File: config.mk
export PLATFORM = sky130hd
export DESIGN_NAME = light_prox_sense_sequencer_flat
export DESIGN_NICKNAME = d
export VERILOG_FILES = /design/src/inc/sense_pkg.sv /design/src/inc/sense_link_if.sv /design/src/hdl/light_prox_sense_sequencer.sv /design/src/flat_wrapper.sv
export SDC_FILE = /design/constraint.sdc
export NUM_CORES = 1
export LEC_CHECK = 0
export BUFFER_PORTS_ARGS = -buffer_cell sky130_fd_sc_hd__buf_4
export CAP_MARGIN = 20
export CORE_MARGIN = 2
export CORE_UTILIZATION = 60
export DETAILED_ROUTE_END_ITERATION = 10
export PLACE_DENSITY = 0.8
export SLEW_MARGIN = 20
export SYNTH_ARGS = -nofsm -noshare
export SYNTH_HDL_FRONTEND = slang
export SYNTH_SLANG_ARGS = --single-unit
File: constraint.sdc
create_clock -name clk -period 17.25 [get_ports clk]
set_input_delay 0 -clock clk [delete_from_list [all_inputs] [get_ports clk]]
set_output_delay 0 -clock clk [all_outputs]
set_load 0.01 [all_outputs]
File: src/inc/sense_pkg.sv
// Shared constants and types of the light/proximity sequencer and its host
package sense_pkg;

  // ------------------------------------------------------------
  // Clocks and timing
  // ------------------------------------------------------------
  localparam longint CLK_HZ = 25_000_000;
  localparam longint OSC_REF_HZ = 725_000;
  localparam longint SCALE_REF_OHM = 499_000;
  localparam longint MOD_HZ = 360_000;
  localparam int MOD_HALF_CYC = int'(CLK_HZ / (2 * MOD_HZ));
  localparam longint INIT_WAIT_NS = 1_000_000;
  localparam int INIT_WAIT_CYC = int'((INIT_WAIT_NS * CLK_HZ + 999_999_999) / 1_000_000_000);

  // ------------------------------------------------------------
  // Sensor register map (link addresses)
  // ------------------------------------------------------------
  localparam logic [3:0] ADDR_CMD1 = 4'h0;
  localparam logic [3:0] ADDR_CMD2 = 4'h1;
  localparam logic [3:0] ADDR_DATA_LO = 4'h2;
  localparam logic [3:0] ADDR_DATA_HI = 4'h3;
  localparam logic [3:0] ADDR_TLO_LO = 4'h4;
  localparam logic [3:0] ADDR_TLO_HI = 4'h5;
  localparam logic [3:0] ADDR_THI_LO = 4'h6;
  localparam logic [3:0] ADDR_THI_HI = 4'h7;
  localparam logic [3:0] ADDR_TEST = 4'h8;

  // Command one fields
  localparam int C1_RUN = 7;
  localparam int C1_SRC_PROX = 5;
  localparam int C1_FLAG = 2;
  localparam int C1_PERS = 0;
  // Command two fields
  localparam int C2_SCHEME = 7;
  localparam int C2_MOD = 6;
  localparam int C2_CUR = 4;
  localparam int C2_RES = 2;

  localparam logic [7:0] CMD_RST = 8'h00;
  localparam logic [15:0] TLO_RST = 16'h0000;
  localparam logic [15:0] THI_RST = 16'hffff;

  // Persistence and resolution encodings
  localparam logic [4:0] PERS_00 = 5'h01;
  localparam logic [4:0] PERS_01 = 5'h04;
  localparam logic [4:0] PERS_10 = 5'h08;
  localparam logic [4:0] PERS_11 = 5'h10;
  localparam logic [4:0] RES_00 = 5'h10;
  localparam logic [4:0] RES_01 = 5'h0c;
  localparam logic [4:0] RES_10 = 5'h08;
  localparam logic [4:0] RES_11 = 5'h04;

  // ------------------------------------------------------------
  // Host APB map
  // ------------------------------------------------------------
  localparam logic [11:0] APB_CMD = 12'h000;
  localparam logic [11:0] APB_STATUS = 12'h004;
  localparam logic [11:0] APB_IRQ_STAT = 12'h008;
  localparam logic [11:0] APB_IRQ_MASK = 12'h00c;
  localparam int CMD_GO = 0;
  localparam int CMD_INIT = 1;
  localparam int CMD_WE = 12;
  localparam int CMD_ADDR = 8;
  localparam int CMD_WDATA = 16;
  localparam int IRQ_DONE = 0;
  localparam int IRQ_SENSOR = 1;

  typedef enum logic [1:0] {
    SEQ_IDLE = 2'b00,
    SEQ_ALS = 2'b01,
    SEQ_IR = 2'b11,
    SEQ_PROX = 2'b10
  } seq_e;

  typedef enum logic [2:0] {
    H_IDLE = 3'b000,
    H_ACC = 3'b001,
    H_INI_TEST = 3'b011,
    H_INI_CMD = 3'b010,
    H_INI_WAIT = 3'b110
  } host_e;

endpackage : sense_pkg

File: src/inc/sense_link_if.sv
// Register link between the sensor sequencer and its host controller
interface sense_link_if;
  logic req;
  logic we;
  logic [3:0] addr;
  logic [7:0] wdata;
  logic ack;
  logic [7:0] rdata;
  logic int_n;

  modport dev (input req, input we, input addr, input wdata,
               output ack, output rdata, output int_n);
  modport host (output req, output we, output addr, output wdata,
                input ack, input rdata, input int_n);
endinterface : sense_link_if

File: src/hdl/light_prox_sense_sequencer.sv
// Sensor end: registers, detection cycle sequencer, LED drive and interrupt
//
// Function
// - Conversion clock scales inversely with scaling_resistor
// - Flag when data leaves threshold window
// - Host reads command one; flag and pin clear
// - Host writes flag bit zero before use
// - Pin low after persistence count of misses
// - Host resets test, command one, waits, rewrites
// - LED DC or 360 kHz half duty
// - Current field selects four doubling levels
// - Ambient, IR, proximity phases run serially
// - LED driven only in proximity phase
// - Scheme one subtracts IR, signed result
// - Host may difference proximity and IR results
// - Persistence codes give 1, 4, 8, 16
// - Thresholds at 04..07, reset zeros/ones
// - Resolution gives 2^n oscillator cycles
//
// Decided for this implementation: the APB register port and the placing of the registers.
module light_prox_sense_sequencer #(
  parameter longint SCALE_OHM = 499_000
) (
  // Clock and reset
  input wire logic clk,
  input wire logic rst,
  // Link to host
  sense_link_if.dev link,
  // Analog front-end results
  input wire logic [15:0] als_level,
  input wire logic [15:0] ir_level,
  input wire logic [15:0] prox_level,
  // LED driver and cycle phase
  output logic led_drive_pin,
  output logic [1:0] led_current_sel,
  output logic [1:0] phase
);

  // ------------------------------------------------------------
  // Timing
  // ------------------------------------------------------------
  localparam longint OSC_DIV_RAW = (sense_pkg::CLK_HZ * SCALE_OHM) /
                                   (sense_pkg::OSC_REF_HZ * sense_pkg::SCALE_REF_OHM);
  localparam int OSC_DIV = (OSC_DIV_RAW < 1) ? 1 : int'(OSC_DIV_RAW);

  typedef struct packed {
    logic [7:0] cmd1;
    logic [7:0] cmd2;
    logic [15:0] tlo;
    logic [15:0] thi;
    logic [7:0] test;
    logic [15:0] data;
    logic [15:0] ir_keep;
    sense_pkg::seq_e seq;
    logic [15:0] osc_cnt;
    logic [16:0] int_cnt;
    logic [4:0] pers;
    logic [15:0] mod_cnt;
    logic mod_ph;
    logic ack;
    logic [7:0] rdata;
    logic int_n;
    logic led;
    logic [1:0] led_sel;
  } dev_s;

  dev_s s_r;
  dev_s s_nxt;

  logic hit;
  logic tick;
  logic done;
  logic [4:0] res_n;
  logic [4:0] pers_m;
  logic [16:0] len;
  logic [15:0] mask;
  logic [15:0] sample;
  logic signed [16:0] diff;
  logic signed [16:0] lim;
  logic compare;
  logic outside;

  always_comb begin
    s_nxt = s_r;
    s_nxt.ack = 1'b0;
    hit = link.req && !s_r.ack;
    tick = 1'b0;
    done = 1'b0;
    sample = 16'h0000;
    diff = 17'sh00000;
    compare = 1'b0;
    outside = 1'b0;

    // ------------------------------------------------------------
    // Register access
    // ------------------------------------------------------------
    if (hit) begin
      s_nxt.ack = 1'b1;
      if (link.we) begin
        unique case (link.addr)
          sense_pkg::ADDR_CMD1: s_nxt.cmd1 = link.wdata;
          sense_pkg::ADDR_CMD2: s_nxt.cmd2 = link.wdata;
          sense_pkg::ADDR_TLO_LO: s_nxt.tlo[7:0] = link.wdata;
          sense_pkg::ADDR_TLO_HI: s_nxt.tlo[15:8] = link.wdata;
          sense_pkg::ADDR_THI_LO: s_nxt.thi[7:0] = link.wdata;
          sense_pkg::ADDR_THI_HI: s_nxt.thi[15:8] = link.wdata;
          sense_pkg::ADDR_TEST: s_nxt.test = link.wdata;
          default: ;
        endcase
      end else begin
        unique case (link.addr)
          sense_pkg::ADDR_CMD1: s_nxt.rdata = s_r.cmd1;
          sense_pkg::ADDR_CMD2: s_nxt.rdata = s_r.cmd2;
          sense_pkg::ADDR_DATA_LO: s_nxt.rdata = s_r.data[7:0];
          sense_pkg::ADDR_DATA_HI: s_nxt.rdata = s_r.data[15:8];
          sense_pkg::ADDR_TLO_LO: s_nxt.rdata = s_r.tlo[7:0];
          sense_pkg::ADDR_TLO_HI: s_nxt.rdata = s_r.tlo[15:8];
          sense_pkg::ADDR_THI_LO: s_nxt.rdata = s_r.thi[7:0];
          sense_pkg::ADDR_THI_HI: s_nxt.rdata = s_r.thi[15:8];
          sense_pkg::ADDR_TEST: s_nxt.rdata = s_r.test;
          default: s_nxt.rdata = 8'h00;
        endcase
        // Read of command one clears the pending flag
        if (link.addr == sense_pkg::ADDR_CMD1) begin
          s_nxt.cmd1[sense_pkg::C1_FLAG] = 1'b0;
        end
      end
    end

    // ------------------------------------------------------------
    // Conversion clock and field decode
    // ------------------------------------------------------------
    if (s_r.osc_cnt == 16'(OSC_DIV - 1)) begin
      s_nxt.osc_cnt = 16'h0000;
      tick = 1'b1;
    end else begin
      s_nxt.osc_cnt = s_r.osc_cnt + 16'h0001;
    end

    unique case (s_r.cmd2[sense_pkg::C2_RES +: 2])
      2'b00: res_n = sense_pkg::RES_00;
      2'b01: res_n = sense_pkg::RES_01;
      2'b10: res_n = sense_pkg::RES_10;
      2'b11: res_n = sense_pkg::RES_11;
    endcase
    unique case (s_r.cmd1[sense_pkg::C1_PERS +: 2])
      2'b00: pers_m = sense_pkg::PERS_00;
      2'b01: pers_m = sense_pkg::PERS_01;
      2'b10: pers_m = sense_pkg::PERS_10;
      2'b11: pers_m = sense_pkg::PERS_11;
    endcase
    len = 17'h00001 << res_n;
    mask = 16'(len - 17'h00001);
    lim = signed'(17'(len >> 1));

    // ------------------------------------------------------------
    // Detection cycle
    // ------------------------------------------------------------
    unique case (s_r.seq)
      sense_pkg::SEQ_IDLE: begin
        if (s_r.cmd1[sense_pkg::C1_RUN]) begin
          s_nxt.seq = sense_pkg::SEQ_ALS;
          s_nxt.int_cnt = 17'h00000;
          s_nxt.osc_cnt = 16'h0000;
        end
      end
      default: begin
        if (tick) begin
          s_nxt.int_cnt = s_r.int_cnt + 17'h00001;
          done = (s_r.int_cnt + 17'h00001) == len;
        end
      end
    endcase

    if (done) begin
      s_nxt.int_cnt = 17'h00000;
      unique case (s_r.seq)
        sense_pkg::SEQ_ALS: begin
          sample = als_level & mask;
          s_nxt.seq = sense_pkg::SEQ_IR;
          compare = !s_r.cmd1[sense_pkg::C1_SRC_PROX];
        end
        sense_pkg::SEQ_IR: begin
          sample = ir_level & mask;
          s_nxt.ir_keep = sample;
          s_nxt.seq = sense_pkg::SEQ_PROX;
        end
        default: begin
          sample = prox_level & mask;
          if (s_r.cmd2[sense_pkg::C2_SCHEME]) begin
            // Background IR removed on chip, clamped to n-1 magnitude bits
            diff = signed'({1'b0, sample}) - signed'({1'b0, s_r.ir_keep});
            if (diff > lim - 17'sh00001) begin
              diff = lim - 17'sh00001;
            end else if (diff < -lim) begin
              diff = -lim;
            end
            sample = diff[15:0];
          end
          compare = s_r.cmd1[sense_pkg::C1_SRC_PROX];
          s_nxt.seq = s_r.cmd1[sense_pkg::C1_RUN] ? sense_pkg::SEQ_ALS : sense_pkg::SEQ_IDLE;
        end
      endcase
      s_nxt.data = sample;
    end

    // ------------------------------------------------------------
    // Window compare and persistence
    // ------------------------------------------------------------
    if (compare) begin
      outside = (sample < s_r.tlo) || (sample > s_r.thi);
      if (!outside) begin
        s_nxt.pers = 5'h00;
      end else begin
        if (s_r.pers != sense_pkg::PERS_11) begin
          s_nxt.pers = s_r.pers + 5'h01;
        end
        // Set after the clear so an event in the read cycle is kept
        if (s_r.pers + 5'h01 >= pers_m) begin
          s_nxt.cmd1[sense_pkg::C1_FLAG] = 1'b1;
        end
      end
    end
    s_nxt.int_n = !s_nxt.cmd1[sense_pkg::C1_FLAG];

    // ------------------------------------------------------------
    // LED drive
    // ------------------------------------------------------------
    if (s_r.mod_cnt == 16'(sense_pkg::MOD_HALF_CYC - 1)) begin
      s_nxt.mod_cnt = 16'h0000;
      s_nxt.mod_ph = !s_r.mod_ph;
    end else begin
      s_nxt.mod_cnt = s_r.mod_cnt + 16'h0001;
    end
    // Phase restarts so each proximity burst begins with LED on
    if (s_nxt.seq != sense_pkg::SEQ_PROX) begin
      s_nxt.mod_cnt = 16'h0000;
      s_nxt.mod_ph = 1'b1;
    end
    s_nxt.led = (s_nxt.seq == sense_pkg::SEQ_PROX) &&
                (!s_nxt.cmd2[sense_pkg::C2_MOD] || s_nxt.mod_ph);
    s_nxt.led_sel = s_nxt.cmd2[sense_pkg::C2_CUR +: 2];
  end

  always_ff @(posedge clk) begin
    if (rst) begin
      s_r <= '0;
      s_r.cmd1 <= sense_pkg::CMD_RST;
      s_r.cmd2 <= sense_pkg::CMD_RST;
      s_r.tlo <= sense_pkg::TLO_RST;
      s_r.thi <= sense_pkg::THI_RST;
      s_r.seq <= sense_pkg::SEQ_IDLE;
      s_r.mod_ph <= 1'b1;
      s_r.int_n <= 1'b1;
    end else begin
      s_r <= s_nxt;
    end
  end

  assign link.ack = s_r.ack;
  assign link.rdata = s_r.rdata;
  assign link.int_n = s_r.int_n;
  assign led_drive_pin = s_r.led;
  assign led_current_sel = s_r.led_sel;
  assign phase = s_r.seq;

endmodule : light_prox_sense_sequencer

File: src/flat_wrapper.sv
// flat-port wrapper written by rule: the top's interface ports become plain ports
module light_prox_sense_sequencer_flat 
#(
  parameter longint SCALE_OHM = 499_000
)
  (clk, rst, als_level, ir_level, prox_level, led_drive_pin, led_current_sel, phase, link_req, link_we, link_addr, link_wdata, link_ack, link_rdata, link_int_n);
  sense_link_if link_i ();
  input wire logic clk;
  input wire logic rst;
  input wire logic [15:0] als_level;
  input wire logic [15:0] ir_level;
  input wire logic [15:0] prox_level;
  output logic led_drive_pin;
  output logic [1:0] led_current_sel;
  output logic [1:0] phase;
  input wire logic [$bits(link_i.req)-1:0] link_req;
  input wire logic [$bits(link_i.we)-1:0] link_we;
  input wire logic [$bits(link_i.addr)-1:0] link_addr;
  input wire logic [$bits(link_i.wdata)-1:0] link_wdata;
  output wire logic [$bits(link_i.ack)-1:0] link_ack;
  output wire logic [$bits(link_i.rdata)-1:0] link_rdata;
  output wire logic [$bits(link_i.int_n)-1:0] link_int_n;
  assign link_i.req = link_req;
  assign link_i.we = link_we;
  assign link_i.addr = link_addr;
  assign link_i.wdata = link_wdata;
  assign link_ack = link_i.ack;
  assign link_rdata = link_i.rdata;
  assign link_int_n = link_i.int_n;
  light_prox_sense_sequencer #(.SCALE_OHM(SCALE_OHM)) u_core (.clk(clk), .rst(rst), .link(link_i), .als_level(als_level), .ir_level(ir_level), .prox_level(prox_level), .led_drive_pin(led_drive_pin), .led_current_sel(led_current_sel), .phase(phase));
endmodule
# Word-level counts from Yosys, hierarchy flattened
# Index checks and enable logic that the tools add are counted.
# word_totals
latchBits,0
ramBits,0
regBits,158
mem_bits_ro,0
mem_count,0
input_bits,64
output_inout_bits,15
# classes
mul,0
n_shift,1
n_eq_ne,24
n_reduce_logical,27
magnitude_cmp,5
bitwise_logic,4
mux,41
div_mod_pow,0
add_sub_neg,8
# op_table
cell,n
2-to-1 mux 16 bit,5
case mux 8 bit (9 select lines),1
2-to-1 mux 8 bit,7
2-to-1 mux 51 bit,1
2-to-1 mux 50 bit,1
AND 16 bit,3
case mux 5 bit (4 select lines),2
2-to-1 mux 35 bit,1
2-to-1 mux 17 bit,2
"adder 16 x 1 -> 16 bit, second input constant",2
"== test 16 x 6 -> 1 bit, second input constant",2
case mux 16 bit (2 select lines),1
AND reduction 3 bit,7
2-to-1 mux 18 bit,1
"adder 17 x 1 -> 17 bit, second input constant",1
== test 17 bit,1
greater-than comparator 17 bit,1
< comparator 17 bit,1
negation 16 -> 17 bit,1
"left shift 1 x 5 -> 17 bit, first input constant",1
"subtractor 16 x 1 -> 17 bit, second input constant",1
subtractor 16 x 16 -> 17 bit,1
"== test 4 x 3 -> 1 bit, second input constant",4
greater-than comparator 16 bit,1
other kinds (29),61

# Logic depth before layout (Yosys ltp)
# depth
depth_word,17
ltp_mapped,35

# Worst setup path before layout
# No wires, ideal clock.
# synth_path
path_kind,register -> register
start,reg u_core.s_r[145] (netlist bit)
end,reg u_core.s_r[30] (netlist bit)
setup_slack_ns,10.283
arrival_time_ns,6.832
stages_incl_launch_ff,34
synth_period_minus_slack_ns,6.967
t_required_ns,17.115
path_cell_list,dfxtp_1 nand2_1 clkbuf_1 ha_1 clkbuf_1 and2_1 ha_1 a21oi_1 o21ai_0 and2_1 a311o_1 a21oi_1 xnor2_1 ha_1 nor4b_1 nand3_1 o211a_1 or3_1 buf_2 nor3_2 o31ai_1 a21o_1 a21oi_1 ha_1 a21o_1 a21o_1 a21oi_1 o221ai_1 a41oi_1 a21oi_1 o211ai_1 o2111ai_1 a21oi_2 nor3_1
# synth_between
elab_chain_len,16
# synth_lines
item,line_no,rtl
"start, declared",light_prox_sense_sequencer.sv:67,dev_s s_r;
"start signal, assigned",light_prox_sense_sequencer.sv:256,s_r <= s_nxt;
"== test 2 bit, or another cell as far along",light_prox_sense_sequencer.sv:140,unique case (s_r.cmd2[sense_pkg::C2_RES +: 2])
case mux 5 bit (4 select lines) *,light_prox_sense_sequencer.sv:140,
left shift 1 x 5 -> 17 bit *,light_prox_sense_sequencer.sv:152,len = 17'h00001 << res_n;
subtractor 16 x 1 -> 16 bit,light_prox_sense_sequencer.sv:153,mask = 16'(len - 17'h00001);
AND 16 bit,light_prox_sense_sequencer.sv:189,sample = prox_level & mask;
subtractor 16 x 16 -> 17 bit,light_prox_sense_sequencer.sv:192,"diff = signed'({1'b0, sample}) - signed'({1'b0, s_r.ir_keep});"
< comparator 17 bit,light_prox_sense_sequencer.sv:195,end else if (diff < -lim) begin
2-to-1 mux 16 bit,light_prox_sense_sequencer.sv:195,
2-to-1 mux 16 bit,light_prox_sense_sequencer.sv:193,if (diff > lim - 17'sh00001) begin
2-to-1 mux 16 bit,light_prox_sense_sequencer.sv:190,if (s_r.cmd2[sense_pkg::C2_SCHEME]) begin
case mux 16 bit (2 select lines),light_prox_sense_sequencer.sv:177,unique case (s_r.seq)
2-to-1 mux 16 bit,light_prox_sense_sequencer.sv:175,if (done) begin
< comparator 16 bit or greater-than comparator 16 bit (tied branches),light_prox_sense_sequencer.sv:211,outside = (sample < s_r.tlo) || (sample > s_r.thi);
logical OR 1 bit,light_prox_sense_sequencer.sv:211,
!= test 2 bit (no line),--,
AND reduction 2 bit (no line),--,
# Mark *: on every way between the ends. The rest lies on a longest branch, timed or not. The select of a mux whose other input is x is not followed.
# A chain may end at the register's enable or synchronous reset.

# Worst setup path after layout
# layout_path
start,reg u_core.s_r[145] (netlist bit)
end,"reg, netlist name u_core.link.int_n"
# layout_between
elab_chain_len,17
# layout_lines
item,line_no,rtl
"== test 2 bit, or another cell as far along",light_prox_sense_sequencer.sv:140,
case mux 5 bit (4 select lines) *,light_prox_sense_sequencer.sv:140,
left shift 1 x 5 -> 17 bit *,light_prox_sense_sequencer.sv:152,
subtractor 16 x 1 -> 16 bit,light_prox_sense_sequencer.sv:153,
AND 16 bit,light_prox_sense_sequencer.sv:189,
subtractor 16 x 16 -> 17 bit,light_prox_sense_sequencer.sv:192,
< comparator 17 bit,light_prox_sense_sequencer.sv:195,
2-to-1 mux 16 bit,light_prox_sense_sequencer.sv:195,
2-to-1 mux 16 bit,light_prox_sense_sequencer.sv:193,
2-to-1 mux 16 bit,light_prox_sense_sequencer.sv:190,
case mux 16 bit (2 select lines),light_prox_sense_sequencer.sv:177,
2-to-1 mux 16 bit,light_prox_sense_sequencer.sv:175,
< comparator 16 bit or greater-than comparator 16 bit (tied branches),light_prox_sense_sequencer.sv:211,
logical OR 1 bit,light_prox_sense_sequencer.sv:211,
2-to-1 mux 1 bit,light_prox_sense_sequencer.sv:212,if (!outside) begin
2-to-1 mux 1 bit *,light_prox_sense_sequencer.sv:210,if (compare) begin
logical NOT 1 bit *,light_prox_sense_sequencer.sv:224,s_nxt.int_n = !s_nxt.cmd1[sense_pkg::C1_FLAG];
# Marked as above.

==> out/results.ini <==
[global_routing]
grt_max_degree=83
antenna_found_initial=1
grt_overflow=0
grtUsageTotal_pct=32.69
grt_pass1_vias=9314
grt_pass1_wl_um=47770

[clock_tree]
post_cts_resized=0
tritoncts=built
cts_buffer_depth=2
numCtsBuffers=17
path_clk_slew_ps=60
cts.sinks=156
post_cts_buffers=0
clock_latency_ps=440
root_buffer=clkbuf_16
htree_levels=4

[critical_path]
crit_start=u_core.s_r[145]
arrival_ps=8710
worstPathRequired_ps=17570
start_kind=register
critPathKind=reg -> reg
cp_max_fo=22
worstSetupEndpointType=register
r2r-start=u_core.s_r[145]

[power]
combPwrFrac_pct=12.2
intPower_mw=0.6167
powerDensity_nw_per_um2=70.48
switchingPower_mw=0.2265
pwr-share-clk_pct=44.5
power_frac_seq_pct=43.3
swShare_pct=26.86
leakagePower_nw=4.756
ir_drop_mv=0.08174

[timing]
worst_slew_pin_slew_ps=1164
fin_crit_sh_pct=48.64
slew_headroom_pct=21.81
slew_violations=0
finalHoldViolCount=0
setup_tns_ps=0
skew_ps=11.06
period_needed_ps=8390
fmax_mhz=119.2
rsz0062_at_grt=false
setup_violations=0
whs_ps=58.97

[synth]
netlist_area_um2=10520
ys_seq_elements=156
synth_edf_count=0
synthFlopType=dfxtp_1
synth_area_per_cell_um2=7.955
synthCells=1323
yosysSeqAreaShare_pct=29.68
syn_nets=1473
synth_cell_type_count=79
yosysWarnings=0
async_flop_share_pct=0

[floorplan]
rows=48
die_x_um=136.4
core_um2=17240
die_h_um=136.4
initial_core_util_pct=61.06
pin_count=79
dieArea_um2=18610

[cells_and_area]
area_growth_pct=13.68
final_cell_mix=166 x nor2_1, 156 x dfxtp_1, 113 x nand2_1
layout_commonest_cell=nor2_1
fin_nets=1529
antenna_cells=0
fill_cells=1409
drive_gt1_share_pct=11.36

[outcome]
outcome=finished, final reports clean

[detailed_routing]
drt-pass1-iter-count=6
viasPerCell=6.243
wl_per_cell_um=18.69
vias=10090
ant_nets=0
drc=0
drt_iter0_drc=986
wl_um=30200

[hold_path]
hold_path_class=in -> reg
min_from=link_addr[0]

[placed_design]
io_buffers=78
gp_congestion=1.130
hpwl_um=21950

[run]
drv_cap=0

critical path: stages (launching register included):
cell	delay (ps)
dfxtp_1	450
nand2_1	490
and2_1	380
ha_1	330
a21o_1	230
a22o_1	250
nor4_1	430
o31ai_1	190
a21oi_1	240
o21ai_0	160
xor2_1	350
ha_1	310
nor4b_1	540
nand3_1	160
o211a_1	300
nor3_4	540
mux2_2	430
a311oi_1	370
nor2_1	110
nor2_1	220
ha_1	200
nand3_1	110
or3_1	400
or2_2	300
a21oi_1	140
o211ai_1	130
o211a_1	190
a311o_1	300
Yosys cell counts (14+ instances only):
library cell | n | share of area [%]
nor2_1 | 166 | 5.9
and2_1 | 18 | 1.1
nand4_1 | 22 | 1.3
nand3_1 | 54 | 2.6
nor3_1 | 29 | 1.4
a21o_1 | 19 | 1.4
nand2_1 | 113 | 4.0
clkbuf_1 | 50 | 1.8
a211oi_1 | 14 | 1.0
o211ai_1 | 20 | 1.4
and3_1 | 20 | 1.2
nand2b_1 | 17 | 1.0
xnor2_1 | 34 | 2.8
a21oi_1 | 82 | 3.9
mux2i_1 | 63 | 6.0
ha_1 | 85 | 10
xor2_1 | 21 | 1.7
inv_1 | 75 | 2.7
o21ai_0 | 41 | 1.9
dfxtp_1 | 156 | 30
area by class of cell:
cell class	instances	area [um^2]	area share [%]
clock inverters	12	130.1	1.088
flip-flops and latches	156	3123	26.10
multi-input cells	1013	6765	56.55
clock buffers	19	452.9	3.786
well taps	225	281.5	2.353
inverters	76	285.3	2.384
repair buffers	115	925.9	7.739
power groups by stage:
stage | combinational [mW] | clock (mW) | sequential (mW)
finish | 0.103 | 0.375 | 0.365
floorplan | 0.0637 | 0 | 0.373
detailed placement | 0.0949 | 0 | 0.373
global route | 0.112 | 0.392 | 0.366
global placement | 0.0931 | 0 | 0.373
CTS | 0.100 | 0.378 | 0.365
timing repair:
| action | in CTS | in global routing |
|---|---|---|
| hold endpoints to repair | 72 | 0 |
| setup endpoints to repair | 0 | 0 |
| hold buffers | 25 | 0 |
path summary, 6_finish.rpt:
path                                           to  slack [ps]  cells past startpoint
worst max register to register  u_core.link.int_n        8860                     27
worst max-delay path            u_core.link.int_n        8860                     27
worst min register to register     u_core.s_r[77]         450                      2
worst min-delay path              u_core.s_r[129]          60                      4
stage by stage:
step / total power, mW / util [%] / setup slack [ps] / instance area [um^2] / cells
3_5_place_dp: 0.4682 / 64.58 / 9173 / 11130 / 1560
2_1_floorplan: 0.4364 / - / 10280 / 10520 / 1323
5_1_grt: 0.8693 / 69.41 / 8342 / 11960 / 1616
4_1_cts: 0.8432 / 69.41 / 9109 / 11960 / 1616
6_report: 0.8432 / 69.41 / 8860 / 11960 / 1616
3_3_place_gp: 0.4663 / 64.58 / 9457 / 11130 / 1560
cell families after synthesis:
kind of cell | after synthesis | synth area share, %
muxes | 75 | 7.276
and+or+nand+nor | 512 | 23.59
xor gates and xnor gates | 56 | 4.791
buffers and inverters | 154 | 6.040
AOI/OAI and AO/OA | 284 | 18.33
DFF | 156 | 29.68
adders and majority gates | 86 | 10.30
sequential cells by signal, indices dropped and copies added (netlist names):
register	flops
u_core.s_r	142
u_core.link.rdata	8
u_core.phase	2
u_core.led_current_sel	1
u_core.led_drive_pin	1
u_core.link.ack	1
u_core.link.int_n	1
per-layer routing:
metal	global-route usage [%]	vias to the layer above	part of all wire, %
li1	-	4821	-
met1	43.05	4739	42
met2	52.43	467	46
met3	7.494	60	8.9
met4	11.75	2	2.7
met5	0	-	0.056
Power figures use the tool's default switching activity.
